===== config.mk =====
export PLATFORM = sky130hd
export DESIGN_NAME = timer_ch3
export DESIGN_NICKNAME = d
export VERILOG_FILES = /design/src/rtl/timer_pkg.sv /design/src/rtl/timer_ch3.sv /design/src/rtl/capture_edge.sv
export SDC_FILE = /design/constraint.sdc
export NUM_CORES = 1
export LEC_CHECK = 0
export ABC_CLOCK_PERIOD_IN_PS = 3350
export BUFFER_PORTS_ARGS = -buffer_cell sky130_fd_sc_hd__buf_2
export CORE_ASPECT_RATIO = 0.9
export CORE_UTILIZATION = 45
export CTS_CLUSTER_SIZE = 24
export DETAILED_ROUTE_END_ITERATION = 12
export GPL_ROUTABILITY_DRIVEN = 0
export MAX_ROUTING_LAYER = met4
export PLACE_DENSITY = 0.8
export SLEW_MARGIN = 10
export SYNTH_ARGS = -nofsm -noshare
export SYNTH_HDL_FRONTEND = slang
export SYNTH_SLANG_ARGS = --single-unit

===== constraint.sdc =====
create_clock -name mclk -period 3.35 [get_ports mclk]
set_input_delay 0.335 -clock mclk [delete_from_list [all_inputs] [get_ports mclk]]
set_output_delay 0.335 -clock mclk [all_outputs]
set_load 0.01 [all_outputs]

===== src/rtl/timer_pkg.sv =====
//Behaviour
// - In free-running mode channel 3 is capture or compare as its function select bit says.
// - In pulse width measurement mode channel 3 works only as a capture register.
// - In every other mode channel 3 works only as a compare register.
// - Channel 3 is read and written as whole 16-bit words, also while the timer runs.
// - Reset clears the channel 3 register to zero.
// - An access made under a prohibited clock condition stalls the bus until reset.
// - In compare use a write is accepted while running and goes to the buffer register.
// - Counter equal to the channel 3 buffer raises the channel 3 match request.
// - On a channel 3 match with its output enabled the output pin inverts.
// - Free-running capture stores the counter on each valid capture edge.
// - Pulse width capture stores the counter and clears the counter to zero.
// - A read that meets a capture still returns one consistent register value.
// - In interval mode with channel 0 at all ones, channel 0 matches and toggles in the same cycle that the counter wraps to zero.
// - That all-ones wrap neither raises the overflow request nor sets its flag.
package timer_pkg;

    localparam logic [31:0] CCR3_ADDR  = 32'hFFFFF54C;
    localparam logic [15:0] CCR3_RESET = 16'h0000;
    localparam logic [15:0] CNT_ZERO   = 16'h0000;
    localparam logic [15:0] CNT_ONES   = 16'hFFFF;
    localparam logic [15:0] CNT_STEP   = 16'h0001;

    typedef enum logic [2:0] {
        MODE_INTERVAL,
        MODE_EXT_EVENT,
        MODE_EXT_TRIG,
        MODE_ONE_SHOT,
        MODE_PWM,
        MODE_FREE_RUN,
        MODE_PULSE_WIDTH,
        MODE_SPARE
    } mode_e;

    typedef enum logic [1:0] {
        EDGE_NONE,
        EDGE_RISE,
        EDGE_FALL,
        EDGE_BOTH
    } edge_e;

    typedef enum {
        BUS_IDLE,
        BUS_ACK,
        BUS_STUCK
    } bus_e;

    // Loose control bits held by neighbouring timer registers
    typedef struct packed {
        logic        counter_run_enable;
        mode_e       mode;
        logic        ch3_function_select;
        logic        ch3_out_enable;
        logic        ch0_out_enable;
        edge_e       ch3_edge;
        logic        overflow_clear;
        logic [15:0] ch0_capture_compare;
        logic        clk_prohibited;
    } ctrl_s;

    typedef struct packed {
        logic ch0_match_irq;
        logic ch3_match_irq;
        logic counter_overflow_irq;
    } irq_s;

    typedef struct packed {
        logic [15:0] cnt;
        logic [15:0] ch3_capture_compare;
        logic [15:0] ch3_buffer;
        logic        counter_overflow_flag;
        irq_s        irq;
        logic        ch0_timer_output;
        logic        ch3_timer_output;
        bus_e        bus;
        logic        ack;
        logic [15:0] rdata;
    } state_s;

    typedef struct packed {
        logic  meta;
        logic  sync;
        logic  prev;
        logic  hit;
    } edge_state_s;

endpackage : timer_pkg


===== src/rtl/timer_ch3.sv =====
`timescale 1ns/100ps
module timer_ch3 (
    input  wire logic               mclk,
    input  wire logic               rst_b,
    input  wire timer_pkg::ctrl_s   ctrl,
    input  wire logic               ch3_capture_input,
    input  wire logic               pb_req,
    input  wire logic               pb_we,
    input  wire logic [31:0]        pb_addr,
    input  wire logic [15:0]        pb_wdata,
    output logic                    pb_ack,
    output logic [15:0]             pb_rdata,
    output timer_pkg::irq_s         irq,
    output logic                    counter_overflow_flag,
    output logic                    ch0_timer_output,
    output logic                    ch3_timer_output,
    output logic [15:0]             sixteen_bit_timer_q
);
    timer_pkg::state_s s_r;
    timer_pkg::state_s s_nxt;
    logic              cap_edge;
    logic              capture_use;
    logic              compare_use;
    logic              ch0_clear;
    logic              hit;
    logic [15:0]       cnt_inc;

    // Capture pin crosses into mclk here
    capture_edge u_edge (
        .mclk  (mclk),
        .rst_b (rst_b),
        .pin   (ch3_capture_input),
        .sel   (ctrl.ch3_edge),
        .hit   (cap_edge)
    );

    // Channel 3 role decode
    always_comb begin
        capture_use = 1'b0;
        compare_use = 1'b1;
        if (ctrl.mode == timer_pkg::MODE_FREE_RUN) begin
            capture_use = ctrl.ch3_function_select;
            compare_use = ~ctrl.ch3_function_select;
        end else if (ctrl.mode == timer_pkg::MODE_PULSE_WIDTH) begin
            capture_use = 1'b1;
            compare_use = 1'b0;
        end
    end

    assign cnt_inc   = s_r.cnt + timer_pkg::CNT_STEP;
    assign ch0_clear = (ctrl.mode == timer_pkg::MODE_INTERVAL)
                     & (s_r.cnt == ctrl.ch0_capture_compare);
    assign hit       = (pb_addr == timer_pkg::CCR3_ADDR);

    // Next state: counter, capture, compare and the register port
    always_comb begin
        s_nxt     = s_r;
        s_nxt.irq = '0;
        s_nxt.ack = 1'b0;

        // Counter; held at zero while stopped
        if (!ctrl.counter_run_enable) begin
            s_nxt.cnt = timer_pkg::CNT_ZERO;
        end else if (capture_use && cap_edge &&
                     ctrl.mode == timer_pkg::MODE_PULSE_WIDTH) begin
            s_nxt.cnt = timer_pkg::CNT_ZERO;
        end else if (ch0_clear) begin
            // Clearing on match, even at all ones, is not an overflow
            s_nxt.cnt = timer_pkg::CNT_ZERO;
            s_nxt.irq.ch0_match_irq = 1'b1;
            if (ctrl.ch0_out_enable) begin
                s_nxt.ch0_timer_output = ~s_r.ch0_timer_output;
            end
        end else begin
            s_nxt.cnt = cnt_inc;
            if (s_r.cnt == timer_pkg::CNT_ONES) begin
                s_nxt.irq.counter_overflow_irq = 1'b1;
            end
        end

        // Overflow flag: a wrap in the clear cycle still sets it
        if (ctrl.overflow_clear) begin
            s_nxt.counter_overflow_flag = 1'b0;
        end
        if (s_nxt.irq.counter_overflow_irq) begin
            s_nxt.counter_overflow_flag = 1'b1;
        end

        // Compare against the buffer as each new count is reached
        if (ctrl.counter_run_enable && compare_use &&
            s_r.cnt != s_nxt.cnt && s_nxt.cnt == s_r.ch3_buffer) begin
            s_nxt.irq.ch3_match_irq = 1'b1;
            if (ctrl.ch3_out_enable) begin
                s_nxt.ch3_timer_output = ~s_r.ch3_timer_output;
            end
        end

        // Capture stores the pre-clear count
        if (ctrl.counter_run_enable && capture_use && cap_edge) begin
            s_nxt.ch3_capture_compare = s_r.cnt;
        end

        // Register port: one whole word per request
        case (s_r.bus)
            timer_pkg::BUS_IDLE: begin
                if (pb_req && ctrl.clk_prohibited) begin
                    s_nxt.bus = timer_pkg::BUS_STUCK;
                end else if (pb_req) begin
                    s_nxt.bus   = timer_pkg::BUS_ACK;
                    s_nxt.ack   = 1'b1;
                    s_nxt.rdata = timer_pkg::CNT_ZERO;
                    if (hit && !pb_we) begin
                        // Old word from the flop, never half a capture
                        s_nxt.rdata = s_r.ch3_capture_compare;
                    end else if (hit && compare_use) begin
                        s_nxt.ch3_capture_compare = pb_wdata;
                        s_nxt.ch3_buffer          = pb_wdata;
                    end else if (hit && !cap_edge) begin
                        // Capture wins over a write in the same cycle
                        s_nxt.ch3_capture_compare = pb_wdata;
                    end
                end
            end
            timer_pkg::BUS_ACK: begin
                s_nxt.bus = timer_pkg::BUS_IDLE;
            end
            timer_pkg::BUS_STUCK: begin
                s_nxt.bus = timer_pkg::BUS_STUCK;
            end
            default: begin
                s_nxt.bus = timer_pkg::BUS_IDLE;
            end
        endcase
    end

    // Whole state is one register; reset clears the channel word
    always_ff @(posedge mclk or negedge rst_b) begin
        if (!rst_b) begin
            s_r                     <= '0;
            s_r.ch3_capture_compare <= timer_pkg::CCR3_RESET;
            s_r.ch3_buffer          <= timer_pkg::CCR3_RESET;
            s_r.bus                 <= timer_pkg::BUS_IDLE;
        end else begin
            s_r <= s_nxt;
        end
    end

    assign pb_ack                = s_r.ack;
    assign pb_rdata              = s_r.rdata;
    assign irq                   = s_r.irq;
    assign counter_overflow_flag = s_r.counter_overflow_flag;
    assign ch0_timer_output      = s_r.ch0_timer_output;
    assign ch3_timer_output      = s_r.ch3_timer_output;
    assign sixteen_bit_timer_q   = s_r.cnt;
endmodule : timer_ch3


===== src/rtl/capture_edge.sv =====
`timescale 1ns/100ps
// Synchronises the capture pin and flags the selected edge for one cycle
module capture_edge (
    input  wire logic            mclk,
    input  wire logic            rst_b,
    input  wire logic            pin,
    input  wire timer_pkg::edge_e sel,
    output logic                 hit
);
    timer_pkg::edge_state_s s_r;
    timer_pkg::edge_state_s s_nxt;

    // Only the second and third stages feed the edge compare
    always_comb begin
        s_nxt      = s_r;
        s_nxt.meta = pin;
        s_nxt.sync = s_r.meta;
        s_nxt.prev = s_r.sync;
        case (sel)
            timer_pkg::EDGE_RISE: s_nxt.hit = s_r.sync & ~s_r.prev;
            timer_pkg::EDGE_FALL: s_nxt.hit = ~s_r.sync & s_r.prev;
            timer_pkg::EDGE_BOTH: s_nxt.hit = s_r.sync ^ s_r.prev;
            default:              s_nxt.hit = 1'b0;
        endcase
    end

    always_ff @(posedge mclk or negedge rst_b) begin
        if (!rst_b) begin
            s_r <= '0;
        end else begin
            s_r <= s_nxt;
        end
    end

    assign hit = s_r.hit;

endmodule : capture_edge


==> results of run 1 <==
[layout make-up]
cell class	instances	area share, %
well taps	119	3.06
inverters	9	0.695
multi-input cells	259	38.1
clock buffers	10	2.83
repair buffers	127	13.6
flip-flops and latches	77	39.7
clock inverters	6	1.96
diodes	1	0.0515
[registers in the layout, indices dropped and copies added (netlist names)]
name                   flops
ch0_timer_output           1
ch3_timer_output           1
counter_overflow_flag      1
irq                        3
pb_ack                     1
pb_rdata                  16
s_r                       34
sixteen_bit_timer_q       16
u_edge.hit                 1
u_edge.s_nxt               2
u_edge.s_r                 1
[stage by stage]
stage                     hold slack, ns  utilization, %  worst slack (ns)  cell area (um^2)
after global routing              0.0610            55.2             0.132              4860
after CTS                         0.0605            55.1             0.392              4860
after global placement             0.333            52.5             0.526              4620
after detailed placement           0.339            52.5             0.430              4620
after floorplan                   0.0394               -             0.745              4180
final                             0.0719            55.2             0.321              4860
[cell usage after synthesis, drive strengths merged, types with 2 or more instances]
library cell	n	area, um^2
a21o	2	15.0
a21oi	17	85.1
a22o	18	158
a22oi	2	15.0
and2	3	18.8
and3	2	12.5
and4	2	20.0
buf	44	329
clkbuf	11	41.3
dfrtp	77	1930
ha	3	37.5
inv	9	33.8
mux2	15	169
mux2i	18	180
nand2	17	66.3
nand3	12	60.1
nand3b	2	15.0
nand4	10	62.6
nand4b	4	35.0
nor2	41	156
nor3	10	50.1
nor4	11	75.1
nor4b	2	17.5
o21a	2	15.0
o21ai	5	28.8
o22ai	2	12.5
o32a	2	20.0
or2	2	12.5
or2b	2	17.5
or4	4	30.0
or4b	3	30.0
xnor2	6	52.6
xor2	26	243
[final timing paths]
path	from	endpoint	slack (ns)	cells past startpoint
worst max-delay path	sixteen_bit_timer_q[0]	ch3_timer_output	0.32	9
worst min-delay path	ch3_capture_input	u_edge.s_nxt[2]	0.07	1
worst max register to register	sixteen_bit_timer_q[0]	ch3_timer_output	0.32	9
worst min register to register	u_edge.s_nxt[2]	u_edge.s_nxt[1]	0.36	0
max in group asynchronous	rst_b	sixteen_bit_timer_q[2]	2.60	1
min in group asynchronous	rst_b	ch0_timer_output	0.11	1
[layer usage]
metal | share of wire, % | up-vias
met1 | 42 | 1605
met3 | 9.5 | 36
li1 | - | 1561
met2 | 46 | 216
met4 | 3.2 | 0
met5 | 0 | -
[cells by family (layout without fill, tap and decap cells)]
kind of cell | count (synthesis) | after routing | synth area share [%]
multiplexers | 33 | 33 | 8.34
XOR/XNOR | 32 | 32 | 7.06
AND/OR/NAND/NOR | 130 | 130 | 16.8
AO/OA/AOI/OAI | 61 | 61 | 11.2
adder cells (fa/ha/maj) | 3 | 3 | 0.897
flip-flops | 77 | 77 | 46.1
buffers and inverters | 64 | 152 | 9.66
other | 0 | 1 | 0
[worst reg2reg max path: stages (launching register included)]
cell and delay (ns):
dfrtp_1 0.54, ha_1 0.37, nand3_1 0.17, xor2_1 0.23
a22o_1 0.31, a2111oi_4 0.34, nand2_1 0.11, or4_1 0.43
nor4_2 0.28, xor2_1 0.17
[report_power, final]
part	total [uW]	internal, uW	switching, uW
registers	965	947	18.2
clock network	814	446	368
logic	171	75.6	95.2
total	1950	1470	481
[cells in the final DEF, fill, tap and decap left out, types with 3 or more instances in the layout]
cell | netlist | final
nor2_1 | 40 | 40
or4_1 | 4 | 4
buf_4 | 36 | 10
clkbuf_8 | 0 | 10
buf_2 | 5 | 117
nand4b_1 | 4 | 4
mux2_2 | 15 | 15
xor2_1 | 24 | 24
mux2i_1 | 18 | 18
dfrtp_1 | 77 | 77
nand2_1 | 16 | 16
nand3_1 | 12 | 12
a21oi_1 | 17 | 17
clkinv_4 | 0 | 3
nor3_1 | 10 | 10
xnor2_1 | 6 | 6
ha_1 | 3 | 3
inv_1 | 9 | 9
and2_1 | 3 | 3
nor4_1 | 10 | 10
o21ai_0 | 4 | 4
nand4_1 | 10 | 10
a22o_1 | 18 | 18
==> flow_metrics.tcl, run 1 <==
set metrics [dict create \
    cp_top_family "simple AND/OR/NAND/NOR gates" \
    path_class "reg2reg" \
    p_per_area_nw_per_um2 401 \
    status "finished clean" \
    ff_latch_area_um2 1930 \
    async_reset_ff_share_pct 100 \
    io_buffers 118 \
    finalNetCount 566 \
    cpMaxStageDelayCell "dfrtp_1" \
    synth_edf_count 0 \
    final.setup.tns_ns 0 \
    rows 32 \
    grt_use_met2_pct 38.9 \
    n_fill_cell 787 \
    post_cts_buffers 0 \
    worst_ir_drop_vdd_mv 0.173 \
    finalCritPeriodShare_pct 90.4 \
    ys_types 56 \
    ant_nets 0 \
    syn_area_um2 4180 \
    cts_max_level 3 \
    path_common_cell "xor2_1" \
    tightestPinTransition_ns 0.961 \
    die_y_um 93.5 \
    setup_viol 0 \
    cts_resized 0 \
    synth_nets 483 \
    grt_pass1_wl_um 17600 \
    syn_avg_cell_area_um2 10.5 \
    period_needed_ns 3.03 \
    hp-class "in2reg" \
    cts_num_sinks 77 \
    grt_antenna_before_repair 1 \
    drive_above_1_share_pct 35.7 \
    wl_um 11100 \
    p_leak_uw 0.00262 \
    drv_slew 0 \
    ios 119 \
    synthCells 400 \
    crit_chain "ha_1 -> nand3_1 -> xor2_1 -> a22o_1 -> a2111oi_4 -> nand2_1 -> or4_1 -> nor4_2 -> xor2_1" \
    fin_worst_skew_ns 0.00463 \
    grt_pass1_vias 3353 \
    path_clk_slew_ns 0.08 \
    die_area_um2 9690 \
    arrival_ns 3.32 \
    p_total_uw 1950 \
    cts_made_buffers 9 \
    ys_ff_latch 77 \
    cts_tree "done" \
    grt_util_met1_pct 30.7 \
    wl_per_cell_um 18.3 \
    cts-hold-fix-buffers 0 \
    worstPathRequired_ns 3.64 \
    met3_usage_pct 6.55 \
    startpoint_type "flip-flop" \
    multiInputGateArea_um2 1850 \
    grt_max_degree 78 \
    die_w_um 104 \
    finalHoldViolations 0 \
    post-route-drc-count 0 \
    drt_iter0_markers 335 \
    path_max_fanout 11 \
    clock_latency_ns 0.36 \
    cp-end-kind "flip-flop" \
    grt_busiest_layer "met2" \
    fmax_mhz 330 \
    vias 3418 \
    dpl.hpwl_um 8420 \
    path_buf_inv 0 \
    synthFlopType "dfrtp_1" \
    drv_cap 0 \
    clockRootBuffer "clkbuf_8" \
    cpPeakStageDelay_ns 0.54 \
    initial_core_util_pct 47.5 \
    place_inst 591 \
    clk_path_buf_depth 2 \
    coreArea_um2 8810 \
    viasPerCell 5.62 \
    rsz0062_at_grt "no" \
    track_usage_pct 24.8 \
    ys_warn_count 0 \
    max_slew_margin_pct 35.9 \
    layout.cells.non_filler 608 \
    drtPass1Iterations 5 \
    synthToLayoutAreaGrowth_pct 16.1 \
    ys_seq_area_share_pct 46.1 \
    grt-ovfl-total 0 \
]
Note: power is estimated with default switching activity, not from simulation.
==> inputs of run 2 (changes only) <==
--- a/config.mk
+++ b/config.mk
@@ -8,6 +8,7 @@
 export ABC_CLOCK_PERIOD_IN_PS = 3350
 export BUFFER_PORTS_ARGS = -buffer_cell sky130_fd_sc_hd__buf_2
 export CORE_ASPECT_RATIO = 0.9
+export CORE_MARGIN = 3
 export CORE_UTILIZATION = 45
 export CTS_CLUSTER_SIZE = 24
 export DETAILED_ROUTE_END_ITERATION = 12
==> run 2 against run 1 <==
  * Critical endpoint unchanged
  * Register-to-register slack got worse by 0.05 ns
  * Highest routed layer unchanged
  * Sequential share of layout area rose by 0.10 points
  * Total power fell by 3.9%
==> flow_metrics.tcl, run 2 (synthesized netlist as in run 1, its figures left out) <==
set metrics [dict create \
    status "finished clean" \
    track_usage_pct 22.4 \
    p_per_area_nw_per_um2 387 \
    cts-hold-fix-buffers 0 \
    final_common_cell "buf_2" \
    setup_viol 0 \
    synthToLayoutAreaGrowth_pct 15.8 \
    cpPeakStageDelay_ns 0.57 \
    arrival_ns 3.36 \
    cts_resized 0 \
    drv_slew 0 \
    drtPass1Iterations 6 \
    finalHoldViolations 0 \
    regToRegStartpoint "sixteen_bit_timer_q[0]" \
    cp_top_family "compound AO/OA/AOI/OAI gates" \
    finalCritPeriodShare_pct 91.9 \
    ios 119 \
    final.setup.tns_ns 0 \
    regMostFlops "s_r" \
    wl_per_cell_um 18.7 \
    r2r_setup_slack_ns 0.27 \
    die_w_um 108 \
    worstPathRequired_ns 3.63 \
    post_cts_buffers 0 \
    fmax_mhz 325 \
    worst_ir_drop_vdd_mv 0.193 \
    fin_hold_ws_ns 0.0805 \
    finalNetCount 567 \
    final_cell_mix "buf_2, dfrtp_1, nor2_1, xor2_1" \
    dpl.hpwl_um 8710 \
    crit_chain "ha_1 -> xnor2_1 -> a221o_1 -> a211o_1 -> a2111oi_4 -> nand2_1 -> or4_1 -> nor4_2 -> xor2_1" \
    cts_max_level 3 \
    fin_worst_skew_ns 0.0134 \
    viasPerCell 5.64 \
    p_leak_uw 0.00262 \
    worstHoldPathCells 1 \
    cts_tree "done" \
    clockRootBuffer "clkbuf_8" \
    grt-ovfl-total 0 \
    path_buf_inv 0 \
    grt_max_degree 78 \
    grt_antenna_before_repair 0 \
    hp-class "in2reg" \
    cpMaxStageDelayCell "dfrtp_1" \
    r2r-end "ch3_timer_output" \
    wl_um 11400 \
    largest_reg_flops 34 \
    tightestPinTransition_ns 0.998 \
    io_buffers 118 \
    path_class "reg2reg" \
    grt_pass1_vias 3450 \
    rows 32 \
    post-route-drc-count 0 \
    die_area_um2 10500 \
    vias 3432 \
    initial_core_util_pct 47.5 \
    path_max_fanout 11 \
    grt_pass1_wl_um 17800 \
    crit_start "sixteen_bit_timer_q[0]" \
    num_antenna_cells 0 \
    period_needed_ns 3.08 \
    coreArea_um2 8810 \
    die_y_um 97.5 \
    ant_nets 0 \
    reg2reg_depth 9 \
    clk_path_buf_depth 2 \
    rsz0062_at_grt "no" \
    startpoint_type "flip-flop" \
    p_total_uw 1870 \
    drt_iter0_markers 269 \
    min_delay_worst_endpoint "u_edge.s_nxt[2]" \
    cp-end-kind "flip-flop" \
    drv_cap 0 \
    drive_above_1_share_pct 35.8 \
    max_slew_margin_pct 33.4 \
    clock_latency_ns 0.36 \
    cts_made_buffers 9 \
    min_from "ch3_capture_input" \
    cts_num_sinks 77 \
    path_clk_slew_ns 0.09 \
]
==> run 2: changes by cell type in the layout (fill, tap and decap cells not counted) <==
cell,before,now
buf_12,0,1
bufinv_16,2,1
clkbuf_8,10,9
clkinv_2,0,1
clkinv_4,3,1
diode_2,1,0
inv_6,1,4
==> run 2: worst max-delay path by stage <==
stage / endpoint / slack, ns / cells past startpoint
finish: ch3_timer_output / 0.27 / 9
global route: ch3_timer_output / 0.07 / 8
CTS: ch3_timer_output / 0.31 / 9
detailed placement: ch3_timer_output / 0.36 / 9
global placement: ch3_timer_output / 0.43 / 9
floorplan: ch3_timer_output / 0.74 / 9
==> run 2: metrics by stage <==
step | utilization (%) | setup slack [ns] | std cells | area (um^2)
2_1_floorplan | - | 0.745 | 400 | 4180
3_3_place_gp | 52.7 | 0.435 | 592 | 4640
3_5_place_dp | 52.7 | 0.361 | 592 | 4640
4_1_cts | 55.0 | 0.308 | 608 | 4850
5_1_grt | 55.0 | 0.0666 | 608 | 4850
6_report | 55.0 | 0.270 | 608 | 4850
==> run 2: metal layers <==
metal	vias up	track usage [%]	part of all wire, %
li1	1564	-	-
met1	1641	29.3	42
met2	209	35.3	46
met3	18	6.05	10
met4	0	4.56	1.5
met5	-	-	0
==> run 2: area by class of cell <==
cell class | count | area, um^2
Clock buffer | 9 | 124
Clock inverter | 7 | 78.8
Fill cell | 793 | 3960
Inverter | 9 | 33.8
Multi-Input combinational cell | 259 | 1850
Sequential cell | 77 | 1930
Tap cell | 119 | 149
Timing Repair Buffer | 128 | 681
==> run 2: worst register-to-register path: cells and delay by family, from the launching register on <==
kind	cells	cell delay [ns]
AO/OA/AOI/OAI	3	0.91
XOR/XNOR	2	0.34
adder cells (fa/ha/maj)	1	0.40
flip-flops	1	0.57
AND/OR/NAND/NOR	3	0.77
==> run 2: power breakdown <==
part / leakage (uW) / internal, uW / switching, uW / total, uW
clock: 0.000105 / 355 / 382 / 737
combinational: 0.00146 / 75.7 / 95.6 / 171
sequential: 0.00105 / 947 / 18.3 / 966
total: 0.00262 / 1380 / 496 / 1870
==> inputs of run 3 (changes only) <==
--- a/config.mk
+++ b/config.mk
@@ -5,16 +5,18 @@
 export SDC_FILE = /design/constraint.sdc
 export NUM_CORES = 1
 export LEC_CHECK = 0
+export ABC_AREA = 1
 export ABC_CLOCK_PERIOD_IN_PS = 3350
 export BUFFER_PORTS_ARGS = -buffer_cell sky130_fd_sc_hd__buf_2
 export CORE_ASPECT_RATIO = 0.9
 export CORE_MARGIN = 3
 export CORE_UTILIZATION = 45
+export CTS_BUF_LIST = sky130_fd_sc_hd__clkbuf_2
 export CTS_CLUSTER_SIZE = 24
 export DETAILED_ROUTE_END_ITERATION = 12
 export GPL_ROUTABILITY_DRIVEN = 0
 export MAX_ROUTING_LAYER = met4
-export PLACE_DENSITY = 0.8
+export PLACE_DENSITY = 0.78
 export SLEW_MARGIN = 10
 export SYNTH_ARGS = -nofsm -noshare
 export SYNTH_HDL_FRONTEND = slang
==> run 3 against run 2 <==
  * Core utilization decreased by 0.87 points
  * Wire length increased by 8.8%
  * Critical path depth increased by 4
  * Critical path type unchanged
==> flow_metrics.tcl, run 3 <==
set metrics [dict create \
    io_buffers 118 \
    synthFlopType "dfrtp_1" \
    final.setup.tns_ns 0 \
    cpMaxStageDelayCell "dfrtp_1" \
    startpoint_type "flip-flop" \
    ys_types 31 \
    cts_tree "done" \
    n_fill_cell 960 \
    async_reset_ff_share_pct 100 \
    path_class "reg2reg" \
    max_slew_margin_pct 35.5 \
    grt-ovfl-total 0 \
    crit_chain "xnor2_1 -> nand2_1 -> nor2_1 -> nand3_4 -> nand2_1 -> inv_1 -> nand2_1 -> nand2_1 -> nor2_1 -> nand2_1 -> nor2_1 -> nand2_1 -> and2_1" \
    worst_ir_drop_vdd_mv 0.153 \
    syn_avg_cell_area_um2 7.28 \
    hp-class "in2reg" \
    vias 4494 \
    largest_reg_flops 34 \
    initial_core_util_pct 47.6 \
    clk_path_buf_depth 2 \
    synth_edf_count 0 \
    ant_nets 0 \
    clockRootBuffer "clkbuf_2" \
    synth_nets 734 \
    setup_ws_ns 0.567 \
    final_cell_mix "nand2_1, buf_2, dfrtp_1, inv_1, o21ai_0" \
    synth.area.top_cells "dfrtp_1, nand2_1, o21ai_0, buf_4, inv_1" \
    multiInputGateArea_um2 2120 \
    path_common_cell "nand2_1" \
    regMostFlops "s_r" \
    ios 119 \
    synth_top_cells_by_count "nand2_1, dfrtp_1, inv_1, o21ai_0, nor2_1" \
    tightestPinTransition_ns 0.968 \
    synthCells 651 \
    coreArea_um2 9950 \
    grt_antenna_before_repair 0 \
    path_clk_slew_ns 0.23 \
    fin_worst_skew_ns 0.0325 \
    post_cts_buffers 0 \
    rows 34 \
    drv_slew 0 \
    viasPerCell 5.17 \
    arrival_ns 3.24 \
    layout.cells.non_filler 870 \
    status "finished clean" \
    yosysMostFrequentCell "nand2_1" \
    synth_top_area_share_pct 40.7 \
    post-route-drc-count 0 \
    cts_max_level 3 \
    clock_latency_ns 0.55 \
    dp_slack_ns 0.645 \
    p_leak_uw 0.00312 \
    finalNetCount 823 \
    cts_resized 0 \
    fmax_mhz 359 \
    die_y_um 103 \
    drt_iter0_markers 299 \
    cts-hold-fix-buffers 14 \
    num_antenna_cells 0 \
    ff_latch_area_um2 1930 \
    die_area_um2 11800 \
    cp_top_family "simple AND/OR/NAND/NOR gates" \
    drtPass1Iterations 7 \
    grt_max_degree 78 \
    track_usage_pct 21.8 \
    rsz0062_at_grt "no" \
    path_max_fanout 35 \
    cpPeakStageDelay_ns 0.61 \
    cp-end-kind "flip-flop" \
    finalHoldViolations 0 \
    p_per_area_nw_per_um2 320 \
    drv_cap 0 \
    final_common_cell "nand2_1" \
    place_inst 840 \
    grt_pass1_vias 4200 \
    grt_pass1_wl_um 19700 \
    finalCritPeriodShare_pct 83.1 \
    cts_num_sinks 77 \
    path_buf_inv 1 \
    synthToLayoutAreaGrowth_pct 13.7 \
    p_total_uw 1730 \
    setup_viol 0 \
    ys_warn_count 0 \
    die_w_um 114 \
    r2r_setup_slack_ns 0.57 \
    dpl.hpwl_um 9520 \
    ys_ff_latch 77 \
    ys_seq_area_share_pct 40.7 \
    wl_um 12400 \
    syn_area_um2 4740 \
    cts_made_buffers 9 \
    synth_area_leader_cell "dfrtp_1" \
    drive_above_1_share_pct 23.5 \
    period_needed_ns 2.78 \
    worstPathRequired_ns 3.80 \
    wl_per_cell_um 14.3 \
]
## run 3: path summary, 6_finish.rpt
kind	startpoint	endpoint	depth (start not counted)
max in group asynchronous	rst_b	pb_rdata[6]	2
min in group asynchronous	rst_b	sixteen_bit_timer_q[14]	2
worst min register to register	u_edge.s_nxt[2]	u_edge.s_nxt[1]	0
worst min-delay path	pb_wdata[9]	s_r[80]	3
worst max register to register	sixteen_bit_timer_q[12]	irq[1]	13
worst max-delay path	sixteen_bit_timer_q[12]	irq[1]	13
## run 3: worst min-delay path: cells and delay by family
| kind | cells | cell delay [ns] |
|---|---|---|
| compound gates | 1 | 0.08 |
| buf+inv | 2 | 0.15 |
## run 3: cell type report
cell class | instances | share of cell area [%]
flip-flops and latches | 77 | 35.7
inverters | 84 | 5.85
multi-input cells | 433 | 39.4
well taps | 126 | 2.92
clock inverters | 6 | 1.16
repair buffers | 135 | 14.1
clock buffers | 9 | 0.836
## run 3: layer usage
metal  global-route usage, %  share of wire (%)  vias to the layer above
met1                    26.4                 40                     2055
met3                    5.53                 10                       31
met4                    5.39                1.8                        0
met2                    36.8                 48                      222
met5                       -                  0                        -
li1                        -                  -                     2186
## run 3: stage by stage
stage               util [%]  cell area (um^2)  hold slack (ns)
floorplan                  -              4740           0.0394
global placement        51.6              5130            0.339
detailed placement      51.6              5130            0.344
CTS                     54.0              5380          0.00307
global route            54.1              5390          0.00723
finish                  54.1              5390           0.0274
## run 3: cells by family after synthesis
| logic type | Yosys count | synth area share, % |
|---|---|---|
| compound gates | 62 | 6.63 |
| simple gates | 339 | 31.2 |
| xor+xnor | 13 | 2.40 |
| mux | 16 | 3.80 |
| flops | 77 | 40.7 |
| buf+inv | 141 | 14.5 |
| fa+ha+maj | 3 | 0.792 |
## run 3: power by group
| group | switching, uW | internal (uW) | total [uW] |
|---|---|---|---|
| registers | 28.8 | 959 | 988 |
| clock network | 342 | 169 | 511 |
| logic | 131 | 95.6 | 227 |
| total | 502 | 1220 | 1730 |
